<file path="config.mk">
export PLATFORM = sky130hd
export DESIGN_NAME = fpd_panel_port
export DESIGN_NICKNAME = d
export VERILOG_FILES = /design/src/fpd_pkg.sv /design/src/fpd_lamp_drive.sv /design/src/fpd_panel_port.sv
export VERILOG_INCLUDE_DIRS = /design/src
export SDC_FILE = /design/constraint.sdc
export NUM_CORES = 1
export LEC_CHECK = 0
export ABC_CLOCK_PERIOD_IN_PS = 6400
export BUFFER_PORTS_ARGS = -buffer_cell sky130_fd_sc_hd__clkbuf_2
export CELL_PAD_IN_SITES_DETAIL_PLACEMENT = 1
export CELL_PAD_IN_SITES_GLOBAL_PLACEMENT = 1
export CORE_MARGIN = 2
export CORE_UTILIZATION = 49
export DETAILED_ROUTE_END_ITERATION = 16
export PLACE_DENSITY = 0.88
export SYNTH_ARGS = -nofsm -noshare
export SYNTH_HDL_FRONTEND = slang
export SYNTH_HIERARCHICAL = 1
export SYNTH_SLANG_ARGS = --single-unit
</file>
<file path="constraint.sdc">
create_clock -name clock -period 6.4 [get_ports clock]
set_input_delay 0.64 -clock clock [delete_from_list [all_inputs] [get_ports clock]]
set_output_delay 0.64 -clock clock [all_outputs]
set_load 0.05 [all_outputs]
</file>
<file path="src/fpd_regs.svh">
// Register map, field positions and timing figures of the front-panel port.
// Assumes a 250 MHz clock and a byte-addressed Avalon-MM slave port.
`ifndef FPD_REGS_SVH
`define FPD_REGS_SVH

`define FPD_ADDR_W 8
`define FPD_ADDR_FREQ_SHIFT 8'h00
`define FPD_ADDR_BAR_SHIFT 8'h04
`define FPD_ADDR_LOAD 8'h08
`define FPD_ADDR_MTX_INSTR 8'h0C
`define FPD_ADDR_MTX_CHAR 8'h10
`define FPD_ADDR_LEGEND 8'h14
`define FPD_ADDR_VIEW 8'h18
`define FPD_ADDR_LAMP 8'h1C
`define FPD_ADDR_TUNE 8'h20
`define FPD_ADDR_KEYS 8'h24
`define FPD_ADDR_IDENT 8'h28
`define FPD_ADDR_STATUS 8'h2C
`define FPD_ADDR_CTRL 8'h30

// Strobe select bits; the two load bits are also the bit positions of the load register
`define FPD_STB_FREQ_LOAD 0
`define FPD_STB_BAR_LOAD 1
`define FPD_STB_FREQ_SHIFT 2
`define FPD_STB_BAR_SHIFT 3
`define FPD_STB_MTX 4
`define FPD_STB_N 5

`define FPD_FREQ_BITS 6
`define FPD_BAR_BITS 2
`define FPD_IMAGE_BYTES 5'h14
`define FPD_LEGEND_BITS 7
`define FPD_BIT_BUILT_IN_TEST 7
`define FPD_LAMP_BITS 3
`define FPD_VIEW_RESET 8'h80
`define FPD_LAMP_RESET 3'h7
`define FPD_KEY_ROWS 6
`define FPD_KEY_COLS 8
`define FPD_KEY_SCAN_BIT 3
`define FPD_CTRL_MUTE 0
`define FPD_CTRL_CMP_EN 1
`define FPD_ST_FREQ_CNT 0
`define FPD_ST_BAR_CNT 8
`define FPD_ST_FREQ_SHORT 16
`define FPD_ST_BAR_SHORT 17
`define FPD_ST_KEY_DOWN 18

// Timing in its own unit and derived cycle counts (least times round up)
`define FPD_CLK_MHZ 250
`define FPD_SETUP_NS 40
`define FPD_STROBE_NS 120
`define FPD_HOLD_NS 40
`define FPD_FREEZE_NS 20
`define FPD_NS2CYC(ns) (((ns) * `FPD_CLK_MHZ + 999) / 1000)
`define FPD_LCD_DRIVE_HZ 100
`define FPD_LCD_HALF_CYC (`FPD_CLK_MHZ * 1000000 / (2 * `FPD_LCD_DRIVE_HZ))
`define FPD_PWM_STEP_CYC 64

`endif

</file>
<file path="src/fpd_pkg.sv">
// Types shared by the front-panel port files.
// Assumes fpd_regs.svh holds all numbers.
package fpd_pkg;
	typedef enum logic [2:0] {
		ST_IDLE,
		ST_SETUP,
		ST_STROBE,
		ST_HOLD,
		ST_FREEZE,
		ST_ACK
	} fpd_state_e;
	typedef logic [7:0] fpd_tmr_t;
endpackage : fpd_pkg

</file>
<file path="src/fpd_lamp_drive.sv">
// Low-frequency display drive square wave and backlight lamp PWM.
// Assumes level comes from a register on the same clock.
`timescale 1ns/100ps
`default_nettype none
`include "fpd_regs.svh"
module fpd_lamp_drive #(
	parameter int LCD_HALF_CYC = `FPD_LCD_HALF_CYC,
	parameter int PWM_STEP_CYC = `FPD_PWM_STEP_CYC
) (
	input wire logic clock, // 250 MHz clock
	input wire logic rst_b, // Async reset, active low
	input wire logic [`FPD_LAMP_BITS-1:0] level, // Brightness 0..7
	output logic lcd_drive, // Square wave to all modules
	output logic lamp_pwm // Lamp drive
);
	localparam int LEVELS = 1 << `FPD_LAMP_BITS;
	localparam int PERIOD = LEVELS * PWM_STEP_CYC;

	if (LCD_HALF_CYC < 1 || PWM_STEP_CYC < 1) begin : g_chk
		$error("fpd_lamp_drive: counts must be at least one");
	end

	logic [31:0] lcd_cnt_r;
	logic [31:0] pwm_cnt_r;

	// Free-running square wave the module drivers need to run
	always_ff @(posedge clock or negedge rst_b) begin
		if (!rst_b) begin
			lcd_cnt_r <= 32'h0000_0000;
			lcd_drive <= 1'b0;
		end else if (lcd_cnt_r == 32'(LCD_HALF_CYC - 1)) begin
			lcd_cnt_r <= 32'h0000_0000;
			lcd_drive <= !lcd_drive;
		end else begin
			lcd_cnt_r <= lcd_cnt_r + 32'h0000_0001;
		end
	end

	// Duty is (level+1) eighths, so level 7 is full on
	always_ff @(posedge clock or negedge rst_b) begin
		if (!rst_b) begin
			pwm_cnt_r <= 32'h0000_0000;
			lamp_pwm <= 1'b0;
		end else begin
			pwm_cnt_r <= (pwm_cnt_r == 32'(PERIOD - 1)) ? 32'h0000_0000 : pwm_cnt_r + 32'h0000_0001;
			lamp_pwm <= pwm_cnt_r < (32'(level) + 32'h0000_0001) * 32'(PWM_STEP_CYC);
		end
	end
endmodule : fpd_lamp_drive
`default_nettype wire

</file>
<file path="src/fpd_panel_port.sv">
// Front-panel bus port: display strobes, legend latch, view angle, lamp level,
// tuning counter, key matrix and identification code behind Avalon-MM.
// Assumes encoder and key return pins are asynchronous; all else is on clock.
//
// Behaviour
// - Display image is twenty bytes per update
// - Bar byte shifts on low-going bar strobe
// - Frequency byte shifts on frequency strobe
// - Own load strobe moves shift register to display
// - Instruction byte loads with select held low
// - Character byte: select high, then matrix strobe
// - Matrix shows two rows of twenty characters
// - Legends driven from separate latch
// - View angle from written data value
// - Eight lamp levels through PWM
// - Continuous square wave drive to modules
// - Decoder writes displays and test/legend latch
// - Reads return counter, keys or identification
// - Counter halted briefly before it is read
//
// The register addresses and the Avalon-MM slave port were chosen for this implementation.
`timescale 1ns/100ps
`default_nettype none
`include "fpd_regs.svh"
module fpd_panel_port #(
	parameter int LCD_HALF_CYC = `FPD_LCD_HALF_CYC,
	parameter logic [7:0] IDENT_CODE = 8'h5A, // Arbitrary value
	parameter int SETUP_CYC = `FPD_NS2CYC(`FPD_SETUP_NS),
	parameter int STROBE_CYC = `FPD_NS2CYC(`FPD_STROBE_NS),
	parameter int HOLD_CYC = `FPD_NS2CYC(`FPD_HOLD_NS),
	parameter int FREEZE_CYC = `FPD_NS2CYC(`FPD_FREEZE_NS)
) (
	input wire logic clock, // 250 MHz clock
	input wire logic rst_b, // Async reset, active low
	input wire logic [`FPD_ADDR_W-1:0] avs_address, // Byte address
	input wire logic avs_read, // Read request
	input wire logic avs_write, // Write request
	input wire logic [31:0] avs_writedata, // Write data
	input wire logic [3:0] avs_byteenable, // Byte lanes
	output logic [31:0] avs_readdata, // Read data
	output logic avs_waitrequest, // Stall, high until answer
	output logic [7:0] disp_data, // Data bus to display modules
	output logic freq_shift_n, // Frequency shift strobe
	output logic freq_load_n, // Frequency latch strobe
	output logic bar_shift_n, // Bar graph shift strobe
	output logic bar_load_n, // Bar graph latch strobe
	output logic matrix_char_strobe_n, // Dot matrix strobe
	output logic matrix_instr_data_select, // Low instruction, high data
	output logic [`FPD_LEGEND_BITS-1:0] legend, // Legend latch outputs
	output logic built_in_test, // Test control bit of latch
	output logic [7:0] view_angle, // Word to view angle converter
	output logic lamp_pwm, // Backlight lamp drive
	output logic lcd_drive, // Module drive square wave
	output logic speaker_mute, // Loudspeaker mute
	output logic comparator_en, // Gain comparator power
	output logic [`FPD_KEY_ROWS-1:0] key_row_n, // Key matrix row drive
	input wire logic [`FPD_KEY_COLS-1:0] key_return_n, // Key return lines
	input wire logic enc_a, // Shaft encoder phase A
	input wire logic enc_b // Shaft encoder phase B
);
	if (SETUP_CYC < 1 || STROBE_CYC < 1 || HOLD_CYC < 1 || FREEZE_CYC < 1 ||
			SETUP_CYC > 256 || STROBE_CYC > 256 || HOLD_CYC > 256 || FREEZE_CYC > 256) begin : g_chk
		$error("fpd_panel_port: strobe timing counts out of range");
	end

	function automatic logic [4:0] sat_inc(input logic [4:0] v);
		sat_inc = (v == 5'h1F) ? v : v + 5'h01;
	endfunction : sat_inc

	function automatic logic [7:0] tmr_load(input int cyc);
		tmr_load = 8'(cyc - 1);
	endfunction : tmr_load

	fpd_pkg::fpd_state_e state_r, state_nxt;
	fpd_pkg::fpd_tmr_t tmr_r, tmr_nxt;
	logic [`FPD_STB_N-1:0] stb_sel_r, stb_sel_nxt;
	logic wr_take, rd_take, strobe_wr, lane0;
	logic [31:0] rd_mux;
	logic [2:0] lamp_level_r;
	logic [4:0] freq_cnt_r, bar_cnt_r;
	logic freq_short_r, bar_short_r;
	logic [3:0] key_sel_r;
	logic [7:0] tune_count_r;
	logic a_s1_r, a_s2_r, a_d_r, b_s1_r, b_s2_r, b_d_r;
	logic [`FPD_KEY_COLS-1:0] key_s1_r, key_s2_r;

	assign wr_take = state_r == fpd_pkg::ST_IDLE && avs_write;
	assign rd_take = state_r == fpd_pkg::ST_IDLE && avs_read;
	assign lane0 = avs_byteenable[0];

	// Decode of writes that need a timed strobe cycle
	always_comb begin
		stb_sel_nxt = '0;
		if (lane0) begin
			unique case (avs_address)
				`FPD_ADDR_FREQ_SHIFT: stb_sel_nxt[`FPD_STB_FREQ_SHIFT] = 1'b1;
				`FPD_ADDR_BAR_SHIFT: stb_sel_nxt[`FPD_STB_BAR_SHIFT] = 1'b1;
				`FPD_ADDR_LOAD: begin
					stb_sel_nxt[`FPD_STB_FREQ_LOAD] = avs_writedata[`FPD_STB_FREQ_LOAD];
					stb_sel_nxt[`FPD_STB_BAR_LOAD] = avs_writedata[`FPD_STB_BAR_LOAD];
				end
				`FPD_ADDR_MTX_INSTR, `FPD_ADDR_MTX_CHAR: stb_sel_nxt[`FPD_STB_MTX] = 1'b1;
				default: stb_sel_nxt = '0;
			endcase
		end
		strobe_wr = |stb_sel_nxt;
	end

	always_comb begin
		state_nxt = state_r;
		tmr_nxt = tmr_r;
		unique case (state_r)
			fpd_pkg::ST_IDLE: begin
				if (avs_write && strobe_wr) begin
					state_nxt = fpd_pkg::ST_SETUP;
					tmr_nxt = tmr_load(SETUP_CYC);
				end else if (avs_read && avs_address == `FPD_ADDR_TUNE) begin
					state_nxt = fpd_pkg::ST_FREEZE;
					tmr_nxt = tmr_load(FREEZE_CYC);
				end else if (avs_write || avs_read) begin
					state_nxt = fpd_pkg::ST_ACK;
				end
			end
			fpd_pkg::ST_SETUP: begin
				tmr_nxt = tmr_r - 8'h01;
				if (tmr_r == 8'h00) begin
					state_nxt = fpd_pkg::ST_STROBE;
					tmr_nxt = tmr_load(STROBE_CYC);
				end
			end
			fpd_pkg::ST_STROBE: begin
				tmr_nxt = tmr_r - 8'h01;
				if (tmr_r == 8'h00) begin
					state_nxt = fpd_pkg::ST_HOLD;
					tmr_nxt = tmr_load(HOLD_CYC);
				end
			end
			fpd_pkg::ST_HOLD, fpd_pkg::ST_FREEZE: begin
				tmr_nxt = tmr_r - 8'h01;
				if (tmr_r == 8'h00) begin
					state_nxt = fpd_pkg::ST_ACK;
				end
			end
			fpd_pkg::ST_ACK: state_nxt = fpd_pkg::ST_IDLE;
		endcase
	end

	// Waitrequest only drops once the strobe cycle is complete
	always_ff @(posedge clock or negedge rst_b) begin
		if (!rst_b) begin
			state_r <= fpd_pkg::ST_IDLE;
			tmr_r <= 8'h00;
			avs_waitrequest <= 1'b1;
		end else begin
			state_r <= state_nxt;
			tmr_r <= tmr_nxt;
			avs_waitrequest <= state_nxt != fpd_pkg::ST_ACK;
		end
	end

	// Data and select settle before the strobe and stay through the hold
	always_ff @(posedge clock or negedge rst_b) begin
		if (!rst_b) begin
			stb_sel_r <= '0;
			disp_data <= 8'h00;
			matrix_instr_data_select <= 1'b1;
		end else if (wr_take && strobe_wr) begin
			stb_sel_r <= stb_sel_nxt;
			if (avs_address == `FPD_ADDR_FREQ_SHIFT) begin
				disp_data <= {2'b00, avs_writedata[`FPD_FREQ_BITS-1:0]};
			end else if (avs_address == `FPD_ADDR_BAR_SHIFT) begin
				disp_data <= {6'b00_0000, avs_writedata[`FPD_BAR_BITS-1:0]};
			end else if (avs_address != `FPD_ADDR_LOAD) begin
				disp_data <= avs_writedata[7:0];
			end
			if (avs_address == `FPD_ADDR_MTX_INSTR) begin
				matrix_instr_data_select <= 1'b0;
			end else if (avs_address == `FPD_ADDR_MTX_CHAR) begin
				matrix_instr_data_select <= 1'b1;
			end
		end
	end

	// Each strobe is low only in STROBE, inside its own bus cycle
	always_ff @(posedge clock or negedge rst_b) begin
		if (!rst_b) begin
			freq_shift_n <= 1'b1;
			bar_shift_n <= 1'b1;
			freq_load_n <= 1'b1;
			bar_load_n <= 1'b1;
			matrix_char_strobe_n <= 1'b1;
		end else begin
			freq_shift_n <= !(state_nxt == fpd_pkg::ST_STROBE && stb_sel_r[`FPD_STB_FREQ_SHIFT]);
			bar_shift_n <= !(state_nxt == fpd_pkg::ST_STROBE && stb_sel_r[`FPD_STB_BAR_SHIFT]);
			freq_load_n <= !(state_nxt == fpd_pkg::ST_STROBE && stb_sel_r[`FPD_STB_FREQ_LOAD]);
			bar_load_n <= !(state_nxt == fpd_pkg::ST_STROBE && stb_sel_r[`FPD_STB_BAR_LOAD]);
			matrix_char_strobe_n <= !(state_nxt == fpd_pkg::ST_STROBE && stb_sel_r[`FPD_STB_MTX]);
		end
	end

	// Image byte counts; a load after other than twenty bytes is flagged
	always_ff @(posedge clock or negedge rst_b) begin
		if (!rst_b) begin
			freq_cnt_r <= 5'h00;
			bar_cnt_r <= 5'h00;
			freq_short_r <= 1'b0;
			bar_short_r <= 1'b0;
		end else begin
			if (wr_take && lane0 && avs_address == `FPD_ADDR_STATUS) begin
				if (avs_writedata[`FPD_ST_FREQ_SHORT]) freq_short_r <= 1'b0;
				if (avs_writedata[`FPD_ST_BAR_SHORT]) bar_short_r <= 1'b0;
			end
			if (wr_take && stb_sel_nxt[`FPD_STB_FREQ_SHIFT]) freq_cnt_r <= sat_inc(freq_cnt_r);
			if (wr_take && stb_sel_nxt[`FPD_STB_BAR_SHIFT]) bar_cnt_r <= sat_inc(bar_cnt_r);
			// Set after clear so a coinciding event is kept
			if (wr_take && stb_sel_nxt[`FPD_STB_FREQ_LOAD]) begin
				freq_cnt_r <= 5'h00;
				if (freq_cnt_r != `FPD_IMAGE_BYTES) freq_short_r <= 1'b1;
			end
			if (wr_take && stb_sel_nxt[`FPD_STB_BAR_LOAD]) begin
				bar_cnt_r <= 5'h00;
				if (bar_cnt_r != `FPD_IMAGE_BYTES) bar_short_r <= 1'b1;
			end
		end
	end

	// Plain latches: legends, test bit, view angle, lamp, control, key row
	always_ff @(posedge clock or negedge rst_b) begin
		if (!rst_b) begin
			legend <= '0;
			built_in_test <= 1'b0;
			view_angle <= `FPD_VIEW_RESET;
			lamp_level_r <= `FPD_LAMP_RESET;
			speaker_mute <= 1'b0;
			comparator_en <= 1'b0;
			key_sel_r <= 4'h0;
		end else if (wr_take && lane0) begin
			unique case (avs_address)
				`FPD_ADDR_LEGEND: begin
					legend <= avs_writedata[`FPD_LEGEND_BITS-1:0];
					built_in_test <= avs_writedata[`FPD_BIT_BUILT_IN_TEST];
				end
				`FPD_ADDR_VIEW: view_angle <= avs_writedata[7:0];
				`FPD_ADDR_LAMP: lamp_level_r <= avs_writedata[`FPD_LAMP_BITS-1:0];
				`FPD_ADDR_CTRL: begin
					speaker_mute <= avs_writedata[`FPD_CTRL_MUTE];
					comparator_en <= avs_writedata[`FPD_CTRL_CMP_EN];
				end
				`FPD_ADDR_KEYS: key_sel_r <= avs_writedata[3:0];
				default: key_sel_r <= key_sel_r;
			endcase
		end
	end

	// One row low at a time while scanning; invalid rows drive none
	always_ff @(posedge clock or negedge rst_b) begin
		if (!rst_b) begin
			key_row_n <= '1;
		end else begin
			for (int i = 0; i < `FPD_KEY_ROWS; i++) begin
				key_row_n[i] <= !(key_sel_r[`FPD_KEY_SCAN_BIT] && key_sel_r[2:0] == 3'(i));
			end
		end
	end

	// Pin inputs pass two flops before any logic sees them
	always_ff @(posedge clock or negedge rst_b) begin
		if (!rst_b) begin
			a_s1_r <= 1'b0;
			a_s2_r <= 1'b0;
			a_d_r <= 1'b0;
			b_s1_r <= 1'b0;
			b_s2_r <= 1'b0;
			b_d_r <= 1'b0;
			key_s1_r <= '1;
			key_s2_r <= '1;
		end else begin
			a_s1_r <= enc_a;
			a_s2_r <= a_s1_r;
			a_d_r <= a_s2_r;
			b_s1_r <= enc_b;
			b_s2_r <= b_s1_r;
			b_d_r <= b_s2_r;
			key_s1_r <= key_return_n;
			key_s2_r <= key_s1_r;
		end
	end

	// Steps on every phase change; a step during the freeze is lost
	always_ff @(posedge clock or negedge rst_b) begin
		if (!rst_b) begin
			tune_count_r <= 8'h00;
		end else if (state_r != fpd_pkg::ST_FREEZE && ((a_s2_r ^ a_d_r) || (b_s2_r ^ b_d_r))) begin
			tune_count_r <= (a_d_r ^ b_s2_r) ? tune_count_r + 8'h01 : tune_count_r - 8'h01;
		end
	end

	always_comb begin
		rd_mux = 32'h0000_0000;
		unique case (avs_address)
			`FPD_ADDR_TUNE: rd_mux[7:0] = tune_count_r;
			`FPD_ADDR_KEYS: rd_mux[`FPD_KEY_COLS-1:0] = key_s2_r;
			`FPD_ADDR_IDENT: rd_mux[7:0] = IDENT_CODE;
			`FPD_ADDR_LEGEND: rd_mux[7:0] = {built_in_test, legend};
			`FPD_ADDR_VIEW: rd_mux[7:0] = view_angle;
			`FPD_ADDR_LAMP: rd_mux[`FPD_LAMP_BITS-1:0] = lamp_level_r;
			`FPD_ADDR_CTRL: rd_mux[1:0] = {comparator_en, speaker_mute};
			`FPD_ADDR_STATUS: begin
				rd_mux[`FPD_ST_FREQ_CNT +: 5] = freq_cnt_r;
				rd_mux[`FPD_ST_BAR_CNT +: 5] = bar_cnt_r;
				rd_mux[`FPD_ST_FREQ_SHORT] = freq_short_r;
				rd_mux[`FPD_ST_BAR_SHORT] = bar_short_r;
				rd_mux[`FPD_ST_KEY_DOWN] = !(&key_s2_r);
			end
			default: rd_mux = 32'h0000_0000;
		endcase
	end

	// Counter value is taken at the end of the freeze, so it is steady
	always_ff @(posedge clock or negedge rst_b) begin
		if (!rst_b) begin
			avs_readdata <= 32'h0000_0000;
		end else if ((rd_take && avs_address != `FPD_ADDR_TUNE) ||
				(state_r == fpd_pkg::ST_FREEZE && tmr_r == 8'h00)) begin
			avs_readdata <= rd_mux;
		end
	end

	fpd_lamp_drive #(
		.LCD_HALF_CYC(LCD_HALF_CYC),
		.PWM_STEP_CYC(`FPD_PWM_STEP_CYC)
	) u_lamp (
		.clock(clock),
		.rst_b(rst_b),
		.level(lamp_level_r),
		.lcd_drive(lcd_drive),
		.lamp_pwm(lamp_pwm)
	);
endmodule : fpd_panel_port
`default_nettype wire

</file>
==> out/metrics.cfg <==
[power_and_ir_drop]
p_int_uw=2090
p_leak_uw=0.00472
combPwrFrac_pct=21.2
pwr-share-seq_pct=44.2
power.total_uw=3080
swShare_pct=32.0
irDropWorstVdd_v=0.000194
clockPowerShare_pct=34.7
p_per_area_nw_per_um2=301
switchingPower_uw=987

[clock_network]
htreeDepth=4
cts_resized=0
cts_buffer_depth=2
numCtsBuffers=17
clkSinkCount=186
post_cts_buffers=0
cts_tree=done
clkTransAtPathRegs_ps=70
cts_root_buf=clkbuf_16
clk_latency_ps=440
hold_buffers=0

[finish]
multi_input_area_um2=4070
nNetsFinal=1010
diodes=0
area_delta_synth_final_pct=12.7
drive_gt1_share_pct=22.3
nFillCells=1970
seqCellArea_um2=4700
stdcell_area_um2=10200

[synthesis]
synth_most_common_cell=dfrtp_1
synth_largest_area_cell=dfrtp_1
netlist_area_um2=9070
synth_edf_count=0
synth.distinct_cells=74
ys.flop_type=dfrtp_1
netlist_top_cells_count=153 x dfrtp_1, 88 x nand2_1, 42 x nand3_1
yosys_warnings=6
synth.avg_cell_area_um2=10.6
synthCells=853
ys_seq_area_share_pct=51.8
synth_area_leaders=dfrtp_1 42%, dfstp_2 9.6%, nand2_1 3.6%, xnor2_1 3.6%, xor2_1 3.5%
async_flop_share_pct=100
ys_ff_latch=186
netlist.area_leader.share_pct=42.2

[worst_setup_path]
critPathArrivalTime_ps=3360
crit_type=input port to flop
path_max_fanout=16
cp-end-kind=flop
cp-start-kind=input port
required_ps=6710

[sta]
rsz0062_at_grt=no
max_freq_mhz=328
slew_headroom_pct=16.9
setup_slack_ps=3350
slew_violations=0
period_needed_ps=3050
setup-violations-final=0
setup_tns_ps=0
finClkSkew_ps=10.3
hold_viol_final=0
fin_crit_sh_pct=47.6
worst_pin_slew_ps=1230

[place]
placement.cell_area_um2=9630
dp_hpwl_um=16200
place.gp.congestion=0.879
dpl_worst_slack_ps=3080
io_buffers=89

[drt]
route.layer.met1.wl_um=9700
vias=6868
wl_per_cell_um=19.9
first_pass_iters=14
ant_nets=0
wl_met2_um=11900
top_layer_used=met4
via_per_inst=5.85
wl_met3_um=1120
drt_drc_violations_left=8
dr.first_iter.drc_count=428
wl_um=23300

[floorplan]
design.die.area_um2=19600
row_count=49
core_um2=18100
initial_core_util_pct=50.2
dieWidth_um=140
dieHeight_um=140
io_pins=131

[global_routing]
overflow=0
antenna_found_initial=0
track_usage_pct=24.4
grt_pass1_wl_um=37900
grt_pass1_vias=7143
grt_max_degree=74

[hold_path]
hp-class=input port to async pin

[run_status]
status=finished, violations left
failed_checks=design-rule violations

[run]
cap_violations=0

worst paths after layout:
path	from	endpoint	slack [ps]	cells past startpoint
min in group clock	key_return_n[5]	key_s1_r[5]$_DFF_PN1_	280	1
max in group asynchronous	rst_b	legend[5]$_DFFE_PN0P_	4990	2
max	avs_address[3]	bar_cnt_r[4]$_DFFE_PN0P_	3350	6
min reg2reg	b_s1_r$_DFF_PN0_	b_s2_r$_DFF_PN0_	360	0
max reg2reg	state_r[2]$_DFF_PN0_	disp_data[0]$_DFFE_PN0P_	3720	3
min	rst_b	disp_data[1]$_DFFE_PN0P_	130	1
cell type report:
| type | instances | share of cell area, % |
|---|---|---|
| inverter | 24 | 0.881 |
| clock buffer | 20 | 4.47 |
| tap | 229 | 2.80 |
| clock inverter | 12 | 1.35 |
| multi-input combinational | 609 | 39.8 |
| sequential | 186 | 45.9 |
| timing repair buffer | 94 | 4.78 |
sequential cells by signal (all words and copies together), names as in the netlist, 3 cells and up:
signal / flops
u_lamp/pwm_cnt_r: 32
disp_data: 8
tmr_r: 8
key_row_n: 6
avs_readdata: 16
tune_count_r: 8
legend: 7
stb_sel_r: 5
key_s2_r: 8
key_s1_r: 8
freq_cnt_r: 5
bar_cnt_r: 5
key_sel_r: 4
u_lamp/lcd_cnt_r: 32
lamp_level_r: 3
state_r: 3
view_angle: 8
cell usage in the layout (no fill, tap or decap), drive strengths merged, types with 28 or more instances in the layout:
cell / synthesis / layout
xnor2: 37 / 37
clkbuf: 21 / 108
nor3: 33 / 33
o21ai: 38 / 38
mux2: 28 / 28
xor2: 36 / 36
nand2: 88 / 88
dfrtp: 153 / 153
dfstp: 33 / 33
nor2: 41 / 41
nand3: 42 / 42
layer usage:
layer / vias to the layer above / GRT usage [%]
li1: 3190 / -
met1: 3486 / 30.8
met2: 158 / 41.9
met3: 34 / 4.62
met5: - / 0
met4: 0 / 9.57
power by group through the flow:
stage	clock, uW	sequential [uW]	combinational (uW)
after global routing	1130	1370	720
after global placement	0	1370	613
after CTS	1080	1360	653
final	1070	1360	652
after detailed placement	0	1380	643
after floorplan	0	1370	461
critical path, cell delays in order:
cell	delay [ps]
clkbuf_2	220
nor4b_1	860
nand2_1	620
nor3_1	660
mux2i_1	280
nor2_1	70
stage by stage:
stage	hold WS [ps]	util [%]	std cells
finish	135	56.5	1174
global route	157	56.5	1174
CTS	147	56.5	1174
detailed placement	343	53.3	1142
global placement	339	53.3	1142
floorplan	331	-	868
kinds of logic (layout without fill, tap and decap cells):
logic type                 Yosys count  count (layout)  synth area share [%]
buffers and inverters               73             150                  4.04
AOI/OAI and AO/OA                  140             140                  10.5
xor gates and xnor gates            73              73                  7.05
muxes                               30              30                  3.78
adders and majority gates           20              20                  2.84
other                                1              16                0.0413
DFF                                186             186                  51.8
and+or+nand+nor                    330             330                  20.0
No activity file was read; power rests on OpenSTA's default activity.
